===== config.mk =====
export PLATFORM = sky130hd
export DESIGN_NAME = dscp_top
export DESIGN_NICKNAME = d
export VERILOG_FILES = /design/src/rtl/dscp_pkg.sv /design/src/rtl/dscp_top.sv
export SDC_FILE = /design/constraint.sdc
export NUM_CORES = 1
export LEC_CHECK = 0
export BUFFER_PORTS_ARGS = -buffer_cell sky130_fd_sc_hd__buf_2
export CAP_MARGIN = 20
export CELL_PAD_IN_SITES_DETAIL_PLACEMENT = 0
export CELL_PAD_IN_SITES_GLOBAL_PLACEMENT = 2
export CORE_ASPECT_RATIO = 1.5
export CORE_MARGIN = 5
export CORE_UTILIZATION = 41
export DETAILED_ROUTE_END_ITERATION = 10
export MAX_ROUTING_LAYER = met4
export PLACE_DENSITY_LB_ADDON = 0.12
export REMOVE_ABC_BUFFERS = 1
export SLEW_MARGIN = 20
export SYNTH_ARGS = -nofsm -noshare
export SYNTH_HDL_FRONTEND = slang
export SYNTH_SLANG_ARGS = --single-unit

===== constraint.sdc =====
create_clock -name clock -period 5.6 [get_ports clock]
set_input_delay 0.28 -clock clock [delete_from_list [all_inputs] [get_ports clock]]
set_output_delay 0.28 -clock clock [all_outputs]
set_load 0.01 [all_outputs]

===== src/rtl/dscp_pkg.sv =====
// Purpose: Shared constants and types for the serial command port.
// Assumes: One system clock; the serial pins are asynchronous to it.
// Notes:   Frame layout, command bytes, read selectors and control fields.
package dscp_pkg;

  // ****************************************
  // Frame layout
  // ****************************************
  localparam int FRAME_BITS = 24;
  localparam int ADDR_MSB   = 23;
  localparam int ADDR_LSB   = 16;
  localparam int DATA_BITS  = 16;
  localparam int SYNC_DEPTH = 2;
  localparam logic [23:0] SHIFT_RESET = 24'h000000;

  // ****************************************
  // Command address bytes
  // ****************************************
  localparam logic [7:0] CMD_NOP     = 8'h00;
  localparam logic [7:0] CMD_DATA    = 8'h01;
  localparam logic [7:0] CMD_READ    = 8'h02;
  localparam logic [7:0] CMD_CONTROL = 8'h55;
  localparam logic [7:0] CMD_RESET   = 8'h56;
  localparam logic [7:0] CMD_CONFIG  = 8'h57;
  localparam logic [7:0] CMD_GAIN    = 8'h58;
  localparam logic [7:0] CMD_ZERO    = 8'h59;
  localparam logic [7:0] CMD_WDOG    = 8'h95;

  // ****************************************
  // Read selectors and register fields
  // ****************************************
  localparam logic [1:0] SEL_STATUS  = 2'h0;
  localparam logic [1:0] SEL_DATA    = 2'h1;
  localparam logic [1:0] SEL_CONTROL = 2'h2;
  localparam logic [5:0] SEL_CONFIG  = 6'h0b;
  localparam logic [5:0] SEL_GAIN    = 6'h13;
  localparam logic [5:0] SEL_ZERO    = 6'h17;
  localparam int RESET_BIT_POS = 0;
  localparam int CHAIN_BIT_POS = 3;
  localparam int RANGE_MSB     = 2;
  localparam logic [15:0] REG_RESET = 16'h0000;

  typedef struct packed {
    logic [15:0] converter_data;
    logic [15:0] output_control;
    logic [15:0] configuration;
    logic [15:0] gain_calibration;
    logic [15:0] zero_calibration;
  } dscp_regs_type;

endpackage


===== src/rtl/dscp_top.sv =====
// Purpose: Serial command port: 24-bit frames, commit strobe, read-back, chain mode.
// Assumes: Serial clock and strobe are far slower than the system clock.
// Notes:   Serial pins and fault status pass two flip-flops before any logic reads them; rst_n is used directly.
//
// Notes on behaviour
// 24-bit frame, MSB first on rising edges.
// Bits 23:16 address, bits 15:0 data.
// Host shifts exactly 24 bits before strobe.
// Shift regardless of strobe; commit at rise.
// Shift register clears at reset.
// Decode the nine command address bytes.
// Read command uses data bits 5:0 only.
// Read selector picks one of six registers.
// Host sends a following frame for read-back.
// Read-back MSB first on falling edges.
// Wrong clock count corrupts registers and read-back.
// Chain mode passes shifted bits to output.
// Chain of N needs N times 24 clocks.
// Chain write one frame, read two; joint commit.
// Second read frame may carry another command.
// Gated clock burst holds exact count, then strobe.
// Read commit loads selected value for next frame.
module dscp_top
  import dscp_pkg::*;
(
  // System
  input  wire logic          clock,
  input  wire logic          rst_n,
  // Serial pins
  input  wire logic          serial_clock_pin,
  input  wire logic          serial_input_line,
  input  wire logic          commit_strobe_pin,
  output logic               serial_output_line,
  // Converter core
  input  wire logic [15:0]   fault_status_in,
  output dscp_regs_type      regs_r,
  output logic               watchdog_restart_r
);

  // ****************************************
  // Pin synchronisers and edge detection
  // ****************************************
  logic [SYNC_DEPTH-1:0] sclk_sync_r;
  logic [SYNC_DEPTH-1:0] sdi_sync_r;
  logic [SYNC_DEPTH-1:0] strobe_sync_r;
  logic [15:0]           status_meta_r;
  logic [15:0]           status_r;
  logic                  sclk_prev_r;
  logic                  strobe_prev_r;
  logic                  sclk_rise;
  logic                  sclk_fall;
  logic                  commit;

  always_ff @(posedge clock or negedge rst_n) begin
    if (!rst_n) begin
      sclk_sync_r   <= '0;
      sdi_sync_r    <= '0;
      strobe_sync_r <= '0;
      status_meta_r <= REG_RESET;
      status_r      <= REG_RESET;
      sclk_prev_r   <= 1'b0;
      strobe_prev_r <= 1'b0;
    end else begin
      sclk_sync_r   <= {sclk_sync_r[0], serial_clock_pin};
      sdi_sync_r    <= {sdi_sync_r[0], serial_input_line};
      strobe_sync_r <= {strobe_sync_r[0], commit_strobe_pin};
      status_meta_r <= fault_status_in;
      status_r      <= status_meta_r;
      sclk_prev_r   <= sclk_sync_r[1];
      strobe_prev_r <= strobe_sync_r[1];
    end
  end

  assign sclk_rise = sclk_sync_r[1] & ~sclk_prev_r;
  assign sclk_fall = ~sclk_sync_r[1] & sclk_prev_r;
  assign commit    = strobe_sync_r[1] & ~strobe_prev_r;

  // ****************************************
  // Frame fields and command decode
  // ****************************************
  logic [FRAME_BITS-1:0] shift_r;
  logic [7:0]            cmd;
  logic [15:0]           word;
  logic                  soft_reset;
  logic                  chain_mode_enable;
  logic [15:0]           read_value;

  assign cmd               = shift_r[ADDR_MSB:ADDR_LSB];
  assign word              = shift_r[DATA_BITS-1:0];
  assign soft_reset        = commit && cmd == CMD_RESET && word[RESET_BIT_POS];
  assign chain_mode_enable = regs_r.output_control[CHAIN_BIT_POS];

  always_comb begin
    read_value = REG_RESET;
    unique case (word[1:0])
      SEL_STATUS:  read_value = status_r;
      SEL_DATA:    read_value = regs_r.converter_data;
      SEL_CONTROL: read_value = regs_r.output_control;
      default: begin
        if (word[5:0] == SEL_CONFIG) begin
          read_value = regs_r.configuration;
        end else if (word[5:0] == SEL_GAIN) begin
          read_value = regs_r.gain_calibration;
        end else if (word[5:0] == SEL_ZERO) begin
          read_value = regs_r.zero_calibration;
        end
      end
    endcase
  end

  // ****************************************
  // Shift register
  // ****************************************
  // A read commit or a soft reset has priority over a shift edge in the same cycle; other commits do not.
  always_ff @(posedge clock or negedge rst_n) begin
    if (!rst_n) begin
      shift_r <= SHIFT_RESET;
    end else if (soft_reset) begin
      shift_r <= SHIFT_RESET;
    end else if (commit && cmd == CMD_READ) begin
      shift_r <= {8'h00, read_value};
    end else if (sclk_rise) begin
      shift_r <= {shift_r[FRAME_BITS-2:0], sdi_sync_r[1]};
    end
  end

  // Holds the bit that left the top of the frame, so the first fall shows the old MSB.
  logic shift_out_r;

  always_ff @(posedge clock or negedge rst_n) begin
    if (!rst_n) begin
      shift_out_r <= 1'b0;
    end else if (soft_reset || (commit && cmd == CMD_READ)) begin
      shift_out_r <= 1'b0;
    end else if (sclk_rise) begin
      shift_out_r <= shift_r[ADDR_MSB];
    end
  end

  // ****************************************
  // Register writes
  // ****************************************
  always_ff @(posedge clock or negedge rst_n) begin
    if (!rst_n) begin
      regs_r <= '0;
    end else if (soft_reset) begin
      regs_r <= '0;
    end else if (commit) begin
      unique case (cmd)
        CMD_DATA:    regs_r.converter_data <= word;
        CMD_CONTROL: begin
          regs_r.output_control <= word;
          if (word[RANGE_MSB:0] != regs_r.output_control[RANGE_MSB:0]) begin
            regs_r.converter_data <= REG_RESET;
          end
        end
        CMD_CONFIG:  regs_r.configuration    <= word;
        CMD_GAIN:    regs_r.gain_calibration <= word;
        CMD_ZERO:    regs_r.zero_calibration <= word;
        default: begin
        end
      endcase
    end
  end

  always_ff @(posedge clock or negedge rst_n) begin
    if (!rst_n) begin
      watchdog_restart_r <= 1'b0;
    end else begin
      watchdog_restart_r <= commit && cmd == CMD_WDOG;
    end
  end

  // ****************************************
  // Serial output
  // ****************************************
  logic read_active_r;

  always_ff @(posedge clock or negedge rst_n) begin
    if (!rst_n) begin
      read_active_r <= 1'b0;
    end else if (commit) begin
      read_active_r <= cmd == CMD_READ && !soft_reset;
    end
  end

  always_ff @(posedge clock or negedge rst_n) begin
    if (!rst_n) begin
      serial_output_line <= 1'b0;
    end else if (commit) begin
      serial_output_line <= 1'b0;
    end else if (sclk_fall) begin
      serial_output_line <= (read_active_r | chain_mode_enable) & shift_out_r;
    end
  end
endmodule


==> results_dict.tcl <==
set metrics [dict create \
    status "finished, final reports clean" \
    ff2ff_setup_slack_ns 2.84 \
    first_iter_violations 198 \
    endpoint_kind "flip-flop" \
    layout_setup_ws_ns 2.84 \
    hold_viol_final 0 \
    cts_tree "yes" \
    seq_area_frac_synth_pct 58.9 \
    cp_max_fo 22 \
    die_area_um2 18000 \
    rr_endpoint "shift_r[0]$_DFFE_PN0P_" \
    fmax_ghz 0.363 \
    antenna_found_initial 0 \
    port_buffers 102 \
    grt_max_degree 78 \
    ios 103 \
    cts.repair.resized 0 \
    core_um2 15100 \
    clk_pin_slew_ns 0.06 \
    critPathKind "flip-flop to flip-flop" \
    wl_per_cell_um 20.9 \
    critPathLaunch "shift_r[2]$_DFFE_PN0P_" \
    pre_cts_slack_ns 2.83 \
    dieWidth_um 111 \
    fin_crit_ns 2.76 \
    whs_ns 0.346 \
    syn_to_final_growth_pct 23.8 \
    vias_per_cell 5.31 \
    gp_congestion 0.826 \
    avgSynthCellArea_um2 13.1 \
    grt_pass1_vias 4648 \
    final_cell_area_um2 7790 \
    numCtsBuffers 17 \
    route.detailed.drc 0 \
    dieHeight_um 162 \
    synthCells 481 \
    layout-drive-gt1-share_pct 39.1 \
    syn-cell-area_um2 6290 \
    tightest_slew_ns 1.03 \
    drtPass1Iterations 6 \
    ys_types 45 \
    holdCritPathClass "flip-flop to flip-flop" \
    r2r_cells 5 \
    cp.required_ns 5.94 \
    critPathCapture "shift_r[0]$_DFFE_PN0P_" \
    startpoint_type "flip-flop" \
    ir_worst_vdd_uv 198 \
    leakage_nw 3.85 \
    worstPathArrival_ns 3.10 \
    grt_pass1_wl_mm 26.7 \
    slew_headroom_pct 31.3 \
    antenna_cells 0 \
    final_cell_mix "148 x dfrtp_1, 101 x buf_2, 82 x mux2_2" \
    rsz0062_at_grt "no" \
    clock_sinks 148 \
    place.detailed.hpwl_mm 10.8 \
    finalCritPeriodShare_pct 49.3 \
    layout.nets 624 \
    setup_viol_count_final 0 \
    synth-seq-cells 148 \
    track_usage_pct 19.9 \
    root_buffer "clkbuf_16" \
    clk_latency_ns 0.42 \
    dpl_cell_area_um2 7000 \
    tns_ns 0 \
    ys_warn_count 0 \
    start_util_pct 41.7 \
    mostFrequentLayoutCell "dfrtp_1" \
    std_cell_rows 55 \
    wl_mm 17.0 \
    htree_num_levels 4 \
    clk_path_buf_depth 2 \
    grt_overflow 0 \
    max_cap_violations 0 \
    ant_nets 0 \
    power.density_nw_per_um2 364 \
    r2r_start "shift_r[2]$_DFFE_PN0P_" \
    vias 4324 \
    finClkSkew_ns 0.00553 \
    maxSlewViolCount 0 \
]
## logic make-up (layout without fill, tap and decap cells)
| kind of cell | count (synthesis) | after routing | share of synthesized area (%) |
|---|---|---|---|
| XOR/XNOR | 3 | 3 | 0.418 |
| buffers and inverters | 46 | 181 | 3.18 |
| multiplexers | 125 | 125 | 21.5 |
| AND/OR/NAND/NOR | 84 | 84 | 7.56 |
| flip-flops | 148 | 148 | 58.9 |
| AO/OA/AOI/OAI | 75 | 75 | 8.42 |
## flip-flops by register name, summed over array words and instances, names as in the netlist, 2 cells and up
name,cells
sclk_sync_r,2
shift_r,24
status_r,16
strobe_sync_r,2
status_meta_r,16
sdi_sync_r,2
regs_r,80
## stage by stage
| step | total power, mW | util (%) | instances |
|---|---|---|---|
| 6_report | 2.84 | 51.7 | 815 |
| 5_1_grt | 2.96 | 51.7 | 815 |
| 4_1_cts | 2.87 | 51.6 | 814 |
| 3_5_place_dp | 1.75 | 46.4 | 762 |
| 3_3_place_gp | 1.75 | 46.4 | 762 |
| 2_1_floorplan | 1.56 | - | 454 |
## synth_stat cells, drive strengths merged
library cell,count,share of area [%]
nor2b,4,0.40
nor3,1,0.080
a21boi,1,0.12
buf,13,1.2
inv,19,1.1
nand2b,2,0.20
a22oi,1,0.12
or3,2,0.28
nand2,41,2.4
o31ai,1,0.34
o211ai,2,0.24
nand4,2,0.30
xor2,3,0.42
dfrtp,148,59
and2b,1,0.12
mux2,82,15
mux2i,43,6.8
a21o,1,0.12
o31a,1,0.14
nor4,3,0.88
a21oi,13,1.2
and4bb,2,0.40
o221a,1,0.18
o32ai,1,0.14
o32a,1,0.16
o21a,1,0.12
and2,16,1.6
nor2,5,0.38
o22ai,29,2.9
clkbuf,14,0.84
o21ai,7,0.62
nand3,3,0.24
a221oi,15,2.1
nor3b,1,0.12
or4,1,0.12
## worst min path at each step
stage / endpoint / startpoint / cells past startpoint
CTS: status_r[6]$_DFF_PN0_ / status_meta_r[6]$_DFF_PN0_ / 0
floorplan: read_active_r$_DFFE_PN0P_ / rst_n / 0
finish: status_r[10]$_DFF_PN0_ / status_meta_r[10]$_DFF_PN0_ / 0
global placement: status_r[9]$_DFF_PN0_ / status_meta_r[9]$_DFF_PN0_ / 0
detailed placement: status_r[6]$_DFF_PN0_ / status_meta_r[6]$_DFF_PN0_ / 0
global route: status_r[7]$_DFF_PN0_ / status_meta_r[7]$_DFF_PN0_ / 0
## per-layer routing
layer  GRT usage [%]  up-vias  wire (µm)
li1                -     1979          -
met1            23.7     2222       7070
met2            34.2      102       9040
met3            3.84       21        575
met4            6.47        0        316
met5               -        -          0
## worst max-delay path: stages, from the launching register on
cell and delay, ns:
dfrtp_1 0.76, nand2b_1 0.38, nor4_4 0.83, a221oi_1 0.23, o32a_1 0.32, o21ai_0 0.14
## cell type report
type	count	area (µm²)
inverter	19	71.3
tap	199	249
fill	1373	7280
clock inverter	12	106
multi-input combinational	287	2410
clock buffer	20	467
sequential	148	3700
timing repair buffer	130	785
## timing repair
item	CTS	global route
endpoints found under the hold margin	95	0
buffers inserted	0	0
hold buffers	20	0
## power by group
| part | switching [mW] | internal (mW) | leakage [nW] |
|---|---|---|---|
| combinational | 0.273 | 0.197 | 1.64 |
| clock | 0.447 | 0.644 | 0.274 |
| sequential | 0.115 | 1.16 | 1.94 |
Power figures use the tool's default switching activity.
